### config.mk
export PLATFORM = sky130hd
export DESIGN_NAME = qenc_encoder
export DESIGN_NICKNAME = d
export VERILOG_FILES = /design/src/inc/qenc_pkg.sv /design/src/qenc_encoder.sv
export VERILOG_INCLUDE_DIRS = /design/src /design/src/inc
export SDC_FILE = /design/constraint.sdc
export NUM_CORES = 1
export LEC_CHECK = 0
export ABC_AREA = 0
export BUFFER_PORTS_ARGS = -buffer_cell sky130_fd_sc_hd__buf_4
export CAP_MARGIN = 20
export CORE_MARGIN = 10
export CORE_UTILIZATION = 50
export CTS_CLUSTER_DIAMETER = 100
export DETAILED_ROUTE_END_ITERATION = 8
export GPL_TIMING_DRIVEN = 1
export PLACE_DENSITY = 0.76
export SLEW_MARGIN = 15
export SYNTH_ARGS = -nofsm -noshare
export SYNTH_HDL_FRONTEND = slang
export SYNTH_SLANG_ARGS = --single-unit
export TNS_END_PERCENT = 5
### constraint.sdc
create_clock -name clock -period 1.6 [get_ports clock]
set_input_delay 0.08 -clock clock [delete_from_list [all_inputs] [get_ports clock]]
set_output_delay 0.08 -clock clock [all_outputs]
set_load 0.1 [all_outputs]
### src/inc/qenc_consts.svh
// Named constants for the quadrature square-wave encoder output block
`ifndef QENC_CONSTS_SVH
`define QENC_CONSTS_SVH
// Clock rate in MHz
`define QENC_CLK_MHZ        100
// Least fault indication low time in microseconds
`define QENC_FAULT_TIME_US  20000
// Fault low time in clock cycles, exact (integer product)
`define QENC_FAULT_CYCLES   (`QENC_FAULT_TIME_US * `QENC_CLK_MHZ)
// Quadrature phase codes, Gray along the forward path
`define QENC_PH0            2'h0
`define QENC_PH1            2'h1
`define QENC_PH2            2'h3
`define QENC_PH3            2'h2
`endif

### src/inc/qenc_pkg.sv
// Types shared by the quadrature square-wave encoder output block
`include "qenc_consts.svh"
package qenc_pkg;
    // Quadrature phase: {first, second} = 00, 10, 11, 01 going forward
    typedef enum logic [1:0] {
        QENC_PH_LL = `QENC_PH0,
        QENC_PH_HL = `QENC_PH1,
        QENC_PH_HH = `QENC_PH2,
        QENC_PH_LH = `QENC_PH3
    } qenc_phase_t;
endpackage

### src/qenc_encoder.sv
// Quadrature square-wave encoder output stage with reference and fault lines
//
// Behaviour
// Two square-wave channels a quarter signal period apart encode the position.
// Forward motion makes the second channel lag the first; reverse swaps them.
// Reference pulse only while both channels sit in one defined state.
// Reference pulse lasts one quarter period, one quadrature state.
// Each channel and the reference pulse also leave as a complement.
// Fault line high when healthy, low at least 20 ms on fault; optional hi-z.
// Supply loss or light source failure raises the fault indication.
// Receiver counts one step per evaluated edge, 1, 2 or 4 fold; the model counts every edge of both channels, 4 fold only.
// Receiver catches every edge down to the least edge separation.
// Receiver synchronises channels, counts up when second lags, down when it leads.
`include "qenc_consts.svh"

module qenc_encoder
    import qenc_pkg::*;
#(
    parameter int FAULT_CYCLES = `QENC_FAULT_CYCLES,
    parameter bit HIZ_ON_FAULT = 1'b0
) (
    input  wire logic clock,
    input  wire logic rst_n,
    input  wire logic step_req,
    input  wire logic step_fwd,
    input  wire logic ref_zone,
    input  wire logic supply_loss,
    input  wire logic light_fail,
    output logic      quad_chan_first,
    output logic      quad_chan_first_n,
    output logic      quad_chan_second,
    output logic      quad_chan_second_n,
    output logic      quad_oe,
    output logic      ref_pulse,
    output logic      ref_pulse_n,
    output logic      fault_n
);

    // ************************************************************
    // Parameter checks
    // ************************************************************
    if (FAULT_CYCLES < 1) begin : g_bad_fault
        $error("FAULT_CYCLES must be at least one");
    end

    localparam int CW = $clog2(FAULT_CYCLES + 1);
    localparam logic [CW-1:0] FAULT_LOAD = CW'(FAULT_CYCLES - 1);

    // Channel levels of a phase, {first, second}
    function automatic logic [1:0] qenc_levels(input qenc_phase_t ph);
        case (ph)
            QENC_PH_LL: qenc_levels = 2'b00;
            QENC_PH_HL: qenc_levels = 2'b10;
            QENC_PH_HH: qenc_levels = 2'b11;
            default:    qenc_levels = 2'b01;
        endcase
    endfunction

    // ************************************************************
    // Quadrature phase sequencer
    // ************************************************************
    qenc_phase_t phase_q;
    qenc_phase_t phase_d;

    // One state per step, forward or backward
    always_comb begin
        phase_d = phase_q;
        if (step_req) begin
            case (phase_q)
                QENC_PH_LL: phase_d = step_fwd ? QENC_PH_HL : QENC_PH_LH;
                QENC_PH_HL: phase_d = step_fwd ? QENC_PH_HH : QENC_PH_LL;
                QENC_PH_HH: phase_d = step_fwd ? QENC_PH_LH : QENC_PH_HL;
                default:    phase_d = step_fwd ? QENC_PH_LL : QENC_PH_HH;
            endcase
        end
    end

    always_ff @(posedge clock) begin
        if (!rst_n) begin
            phase_q <= QENC_PH_LL;
        end else begin
            phase_q <= phase_d;
        end
    end

    // ************************************************************
    // Fault hold timer
    // ************************************************************
    logic [CW-1:0] fault_cnt_q;
    logic [CW-1:0] fault_cnt_d;
    logic          malfunction;
    logic          fault_active;

    // Reload on any malfunction, then hold low for the full time
    always_comb begin
        malfunction  = supply_loss | light_fail;
        fault_active = malfunction | (fault_cnt_q != '0);
        if (malfunction) begin
            fault_cnt_d = FAULT_LOAD;
        end else if (fault_cnt_q != '0) begin
            fault_cnt_d = fault_cnt_q - CW'(1);
        end else begin
            fault_cnt_d = '0;
        end
    end

    always_ff @(posedge clock) begin
        if (!rst_n) begin
            fault_cnt_q <= '0;
        end else begin
            fault_cnt_q <= fault_cnt_d;
        end
    end

    // ************************************************************
    // Output registers
    // ************************************************************
    logic [1:0] lv_d;
    logic       ref_d;
    logic       oe_d;

    // Outputs follow the next phase so all lines switch together
    always_comb begin
        lv_d  = qenc_levels(phase_d);
        ref_d = ref_zone && (phase_d == QENC_PH_HH);
        oe_d  = !(HIZ_ON_FAULT && fault_active);
    end

    always_ff @(posedge clock) begin
        if (!rst_n) begin
            quad_chan_first    <= 1'b0;
            quad_chan_first_n  <= 1'b1;
            quad_chan_second   <= 1'b0;
            quad_chan_second_n <= 1'b1;
            quad_oe            <= 1'b1;
            ref_pulse          <= 1'b0;
            ref_pulse_n        <= 1'b1;
            fault_n            <= 1'b1;
        end else begin
            quad_chan_first    <= lv_d[1];
            quad_chan_first_n  <= ~lv_d[1];
            quad_chan_second   <= lv_d[0];
            quad_chan_second_n <= ~lv_d[0];
            quad_oe            <= oe_d;
            ref_pulse          <= ref_d;
            ref_pulse_n        <= ~ref_d;
            fault_n            <= ~fault_active;
        end
    end

    // ************************************************************
    // Assertions
    // ************************************************************
    int low_cnt_q;

    // Helper: length of the current fault low time
    always_ff @(posedge clock) begin
        if (!rst_n) begin
            low_cnt_q <= 0;
        end else if (!fault_n) begin
            low_cnt_q <= low_cnt_q + 1;
        end else begin
            low_cnt_q <= 0;
        end
    end

    property p_one_edge;
        @(posedge clock) disable iff (!rst_n)
        !($changed(quad_chan_first) && $changed(quad_chan_second));
    endproperty
    a_one_edge: assert property (p_one_edge) else $error("both channels moved at once");

    property p_fwd_order;
        @(posedge clock) disable iff (!rst_n)
        (step_req && step_fwd) |=>
            ($rose(quad_chan_first) && !quad_chan_second) ||
            ($rose(quad_chan_second) && quad_chan_first) ||
            ($fell(quad_chan_first) && quad_chan_second) ||
            ($fell(quad_chan_second) && !quad_chan_first);
    endproperty
    a_fwd_order: assert property (p_fwd_order) else $error("forward step wrong order");

    property p_rev_order;
        @(posedge clock) disable iff (!rst_n)
        (step_req && !step_fwd) |=>
            ($rose(quad_chan_second) && !quad_chan_first) ||
            ($rose(quad_chan_first) && quad_chan_second) ||
            ($fell(quad_chan_second) && quad_chan_first) ||
            ($fell(quad_chan_first) && !quad_chan_second);
    endproperty
    a_rev_order: assert property (p_rev_order) else $error("reverse step wrong order");

    property p_ref_gated;
        @(posedge clock) disable iff (!rst_n)
        ref_pulse |-> (quad_chan_first && quad_chan_second);
    endproperty
    a_ref_gated: assert property (p_ref_gated) else $error("reference pulse not gated");

    property p_ref_width;
        @(posedge clock) disable iff (!rst_n)
        $fell(ref_pulse) |->
            ($changed(quad_chan_first) || $changed(quad_chan_second) || !$past(ref_zone));
    endproperty
    a_ref_width: assert property (p_ref_width) else $error("reference pulse width wrong");

    property p_compl;
        @(posedge clock) disable iff (!rst_n)
        (quad_chan_first_n == !quad_chan_first) && (quad_chan_second_n == !quad_chan_second)
            && (ref_pulse_n == !ref_pulse);
    endproperty
    a_compl: assert property (p_compl) else $error("complement line mismatch");

    property p_fault_len;
        @(posedge clock) disable iff (!rst_n)
        $rose(fault_n) |-> (low_cnt_q >= FAULT_CYCLES);
    endproperty
    a_fault_len: assert property (p_fault_len) else $error("fault low pulse too short");

    property p_fault_set;
        @(posedge clock) disable iff (!rst_n)
        (supply_loss || light_fail) |=> !fault_n ##0 (quad_oe == !HIZ_ON_FAULT);
    endproperty
    a_fault_set: assert property (p_fault_set) else $error("malfunction not flagged");

    property p_oe_float;
        @(posedge clock) disable iff (!rst_n)
        quad_oe == !(HIZ_ON_FAULT && !fault_n);
    endproperty
    a_oe_float: assert property (p_oe_float) else $error("output enable off fault");

endmodule

## Word level (Yosys, flattened, before mapping)

Cells that the tools add are included.

| word-level totals | value |
|---|---|
| output and inout port bits | 8 |
| latch bits | 0 |
| RAM bits | 0 |
| bits in registers | 30 |
| bits in read-only memories | 0 |
| input port bits | 7 |
| memories | 0 |

| operators by class | value |
|---|---|
| reductions and logical operators | 5 |
| multipliers | 0 |
| bitwise operators | 8 |
| div/mod/pow operators | 0 |
| order comparisons | 0 |
| equal/unequal tests | 4 |
| multiplexer cells | 9 |
| shifts and indexed selects | 0 |
| $add $sub $neg | 1 |

Operators by type and width:

| cell | number |
|---|---|
| two-way mux 21 bit | 2 |
| nonzero test 21 bit | 1 |
| subtractor 21 x 1 -> 21 bit, second input constant | 1 |
| one-hot mux 2 bit (3 select lines) | 2 |
| two-way mux 2 bit | 5 |
| NOT 1 bit | 6 |
| equality test 2 x 1 -> 1 bit, second input constant | 2 |
| equality test 2 bit, second input constant | 2 |
| logical NOT 2 bit | 2 |
| OR reduction 3 bit | 1 |
| bitwise OR 1 bit | 2 |
| logical AND 1 bit | 1 |

## Longest topological paths before layout

| logic depth | value |
|---|---|
| depth after elaboration | 6 |
| depth in mapped cells | 6 |

## Worst setup path after synthesis

OpenSTA, ideal clock, no wires.

| timing path | value |
|---|---|
| path type | register -> register |
| start point | register fault_cnt_q[0] |
| end point | register fault_cnt_q[18] |
| path buffers | 0 |
| period minus slack after synthesis | 1.637 ns |
| slack | -0.037 ns |
| data arrival time | 1.563 ns |
| stages on the path, launching flop included | 7 |
| cell sequence | dfxtp_1 > inv_1 > ha_1 > nor3b_1 > nand4_1 > or3_1 > a31oi_1 |

| between the ends | value |
|---|---|
| cells in the longest elaborated chain, start to end | 3 |
| elaborated cells between the ends (all ways) | 4 |

Ends and longest elaborated chain:

| element | line | RTL |
|---|---|---|
| start: declaration | qenc_encoder.sv:89 | `logic [CW-1:0] fault_cnt_q;` |
| start signal: assignment | qenc_encoder.sv:111 | `fault_cnt_q <= fault_cnt_d;` |
| subtractor 21 x 1 -> 21 bit or nonzero test 21 bit (tied branches) | qenc_encoder.sv:101, qenc_encoder.sv:100 |  |
| two-way mux 21 bit (*) | qenc_encoder.sv:100 | `end else if (fault_cnt_q != '0) begin` |
| two-way mux 21 bit (*) | qenc_encoder.sv:98 | `if (malfunction) begin` |

Mark *: on every way between the ends. The rest lies on a longest branch, timed or not.
A chain may end at the register's enable or synchronous reset.

## Worst setup path in the final report

| timing path | value |
|---|---|
| start point | register fault_cnt_q[4] |
| end point | register fault_cnt_q[17] |

Same word-level chain as after synthesis.

==> impl.org <==
** Critical path
- In this run the number of cells on the critical path is 4.
- In this run the worst path has a maximum fanout of 4.
- Endpoint arrival time on the critical path :: 1.90 ns
- The critical path is of the flop to flop type.
- Crit path buf inv count :: 0
- The worst register-to-register path begins at fault_cnt_q[4].
- Kind of cell adding the most delay to the critical path :: simple AND/OR/NAND/NOR gates
- Tracing the worst setup path back leads to its startpoint at fault_cnt_q[4].
- The critical path goes through nor4_4, nand4_1, or4_1, a31oi_1.
- STA puts the critical path data required time at 1.86 ns.
- Cell type of the slowest stage on the worst timing path :: or4_1
- Worst setup SP type :: flop
- In this design, the stage delay of the slowest critical-path cell is 0.46 ns.
- Setup crit end kind :: flop
- Worst Setup EP :: fault_cnt_q[17]
- Setup slack on the worst reg-to-reg path comes out at -0.04 ns.
- Terminus of the critical flop-to-flop path :: fault_cnt_q[17]
- The number of cells on the worst reg-to-reg path is 4.

** Floorplan
- The die is 70.5 microns tall.
- Width of the die :: 70.5 microns
- In this run the standard cell core region covers 2450 sq um.
- The die covers 4970 sq um.
- Row count :: 18
- For this design the top-level I/O count stands at 15.
- Once the floorplan was initialized, standard cells occupied 52.0% of the core.

** Timing
- After layout, the worst path uses 102% of the clock period.
- Setup violations remaining at the end of the flow were counted as 3.
- Highest achievable clock rate :: 610 MHz
- After layout, the worst setup slack is -0.0385 ns.
- Setup repair after global routing could not meet its margin everywhere.
- The routed design could run at a clock period as short as 1.64 ns.
- Clock skew after layout :: 0.00901 ns
- The final hold violation count was 0.
- The final count of pins violating max slew was 0.

** Synthesis
- By area the synthesized netlist is led by dfxtp_1, o21ai_0, xor2_1.
- Yosys printed 0 warnings.
- In this run the cell area of the synthesized design comes to 1280 sq um.
- Sequential area share after synthesis :: 45.5%
- After technology mapping, the gate count stands at 137.
- Net count of the mapped netlist :: 146
- The largest total area in the synthesized netlist belongs to dfxtp_1.
- Fraction of synthesized cell area taken by the top area cell type :: 45.5%
- After synthesis, the netlist uses 31 different library cells.
- Synthesis-stage register bit count :: 29
- Synthesized area per cell :: 9.32 sq um

** Place
- In this run the cell area measured after placement is 1570 sq um.
- In this run the tool buffered the top-level ports with 13 buffer cells.
- After detailed placement, the design holds a cell count of 199.
- Placer congestion estimate :: 0.841
- The wire-length estimate of the detail-placed layout is 2.16 mm.

** GRT
- For this run the aggregate overflow at the end of global routing stands at 0.
- First-pass GRT wire length :: 5.34 mm
- Pin count of the biggest net entering global routing :: 14
- The initial antenna violation count was 0.
- GRT Resource Usage Total :: 13.0%
- The number of global-route vias before repair was 1,174.

** Detailed routing
- WL/cell :: 14.7 microns
- For this block, the routed nets add up to 3.14 mm of wire.
- The count of nets left with antenna violations once routing finished came out at 0.
- The final route contains 1,180 vias.
- Detailed-route vias per instance :: 5.54
- For this run, design rule violations remaining after detail routing come to 0.
- The first detailed-routing pass took 4 iterations.
- Number of violations reported at the end of detailed-routing iteration 0 :: 113

** Status
- Outcome :: complete, but fails checks
- The final reports fail on setup timing.

** Final layout
- Synth-to-Final Area Change :: 34.3%
- At the end of the flow the core is filled with cells to 69.8%.
- The finished layout holds 213 standard cells, fillers aside.
- Filler cell count in the final layout :: 201
- Area of the multi-input gates :: 709 sq um
- The final layout contains 191 nets.
- Fraction of layout instances using a drive strength above 1 :: 32.2%
- Antenna diodes :: 0
- Summing all flip-flop and latch instances after layout gives 587 sq um.
- Post-route cell area :: 1710 sq um

** Clock tree
- The clock passes through at most 2 buffers.
- In this run, CTS created clock tree buffers numbering 5.
- Clock Root Buffer :: clkbuf_4
- The clock tree synthesis step divided the H-tree into 2 levels.
- Clock latency reported for the late side of the worst-skew pair :: 0.33 ns
- Clock-pin slew was measured on the worst setup and hold paths at 0.09 ns.
- TritonCTS built the clock tree.
- The clock drives 29 sinks.

** Power and ir drop
- Static power due to leakage :: 0.657 nW
- Overall power consumption after layout is estimated at 1.59 mW.
- Power spread over the standard cell area amounts to 928 nW/um^2.
- VDD sags by at most 658 uV.

** Min path
- Class of the tightest hold or removal check :: input pin to flop
- The worst hold path passes through 2 cells.

** Flow run
- Count of max-cap constraint violations :: 0
## power breakdown
part	internal [mW]	switching (mW)	total (mW)
clock	0.175	0.248	0.423
sequential	0.772	0.0581	0.830
combinational	0.134	0.203	0.337
## stage by stage
stage	hold WS, ns	setup WS [ns]	setup TNS, ns
floorplan	0.152	0.0253	0
global placement	0.267	0.00694	0
detailed placement	0.278	-0.107	-0.157
CTS	0.0245	-0.0141	-0.0348
global route	0.0456	-0.119	-0.598
finish	0.0409	-0.0385	-0.103
## worst min-delay path by stage
stage,from,slack [ns],end
6_report,step_req,0.04,quad_chan_first_n
5_1_grt,step_req,0.05,quad_chan_first_n
4_1_cts,step_req,0.02,quad_chan_first_n
3_5_place_dp,ref_zone,0.28,ref_pulse_n
3_3_place_gp,ref_zone,0.27,ref_pulse_n
2_1_floorplan,ref_zone,0.15,ref_pulse_n
## sequential cells by signal, indices dropped and copies added (netlist names)
signal and count:
ref_pulse_n 1, fault_n 1, phase_q 1, quad_chan_second 1
quad_chan_second_n 1, fault_cnt_q 21, quad_chan_first 1, quad_chan_first_n 1
ref_pulse 1
## timing repair
action,in CTS,in global routing
resized for setup,5,7
endpoints found under the setup margin,5,22
endpoints found under the hold margin,2,0
buffers inserted,3,1
hold buffers,2,0
pin swaps,3,7
## cell families (layout without fill, tap and decap cells)
logic type	Yosys count	in the layout	synth area share, %
compound gates	33	33	15.3
other cells	1	1	0.294
flops	29	29	45.5
simple gates	51	51	25.4
fa+ha+maj	2	2	1.96
xor+xnor	13	13	8.92
buf+inv	8	54	2.65
## cells in the final DEF (no fill, tap or decap), types with 2 or more instances in the layout
| cell | instances |
|---|---|
| buf_4 | 39 |
| dfxtp_1 | 24 |
| o21ai_0 | 14 |
| nor2_1 | 8 |
| xor2_1 | 8 |
| nand2_1 | 8 |
| a21oi_1 | 7 |
| inv_1 | 5 |
| or4_1 | 5 |
| or3_1 | 5 |
| xnor2_1 | 5 |
| a31oi_1 | 5 |
| clkbuf_4 | 5 |
| dfxtp_2 | 5 |
| nor4_4 | 4 |
| nand3_1 | 4 |
| o31ai_1 | 3 |
| nor2b_1 | 3 |
| clkbuf_1 | 3 |
| o211ai_1 | 2 |
| nor3_1 | 2 |
| nand4_1 | 2 |
| ha_1 | 2 |
| dlygate4sd3_1 | 2 |
## area by class of cell
class / instances / area share (%)
flip-flops and latches: 29 / 34.2
inverters: 5 / 1.09
well taps: 30 / 2.19
multi-input cells: 100 / 41.4
repair buffers: 41 / 18.2
clock buffers: 8 / 2.85
## metal layers
metal / vias up / global-route usage, % / part of all wire [%]
met4: 0 / 7.24 / 1.7
met2: 45 / 21.1 / 49
li1: 591 / - / -
met3: 8 / 3.39 / 6.7
met5: - / 0 / 0
met1: 536 / 15.0 / 43
## cells in the mapped netlist
| master | instances |
|---|---|
| dfxtp_1 | 29 |
| o21ai_0 | 14 |
| nand2_1 | 8 |
| nor2_1 | 8 |
| xor2_1 | 8 |
| a21oi_1 | 7 |
| a31oi_1 | 5 |
| inv_1 | 5 |
| nand3_1 | 5 |
| or3_1 | 5 |
| or4_1 | 5 |
| xnor2_1 | 5 |
| nor2b_1 | 4 |
| nor3_1 | 3 |
| o31ai_1 | 3 |
| ha_1 | 2 |
| nand4_1 | 2 |
| nor3b_1 | 2 |
| nor4_1 | 2 |
| nor4_2 | 2 |
| nor4_4 | 2 |
| o211ai_1 | 2 |
| and3_1 | 1 |
| buf_1 | 1 |
| buf_4 | 1 |
| clkbuf_1 | 1 |
| conb_1 | 1 |
| nand3b_1 | 1 |
| nand4b_1 | 1 |
| o21ai_1 | 1 |
| o41ai_2 | 1 |
Power figures use the tool's default switching activity.
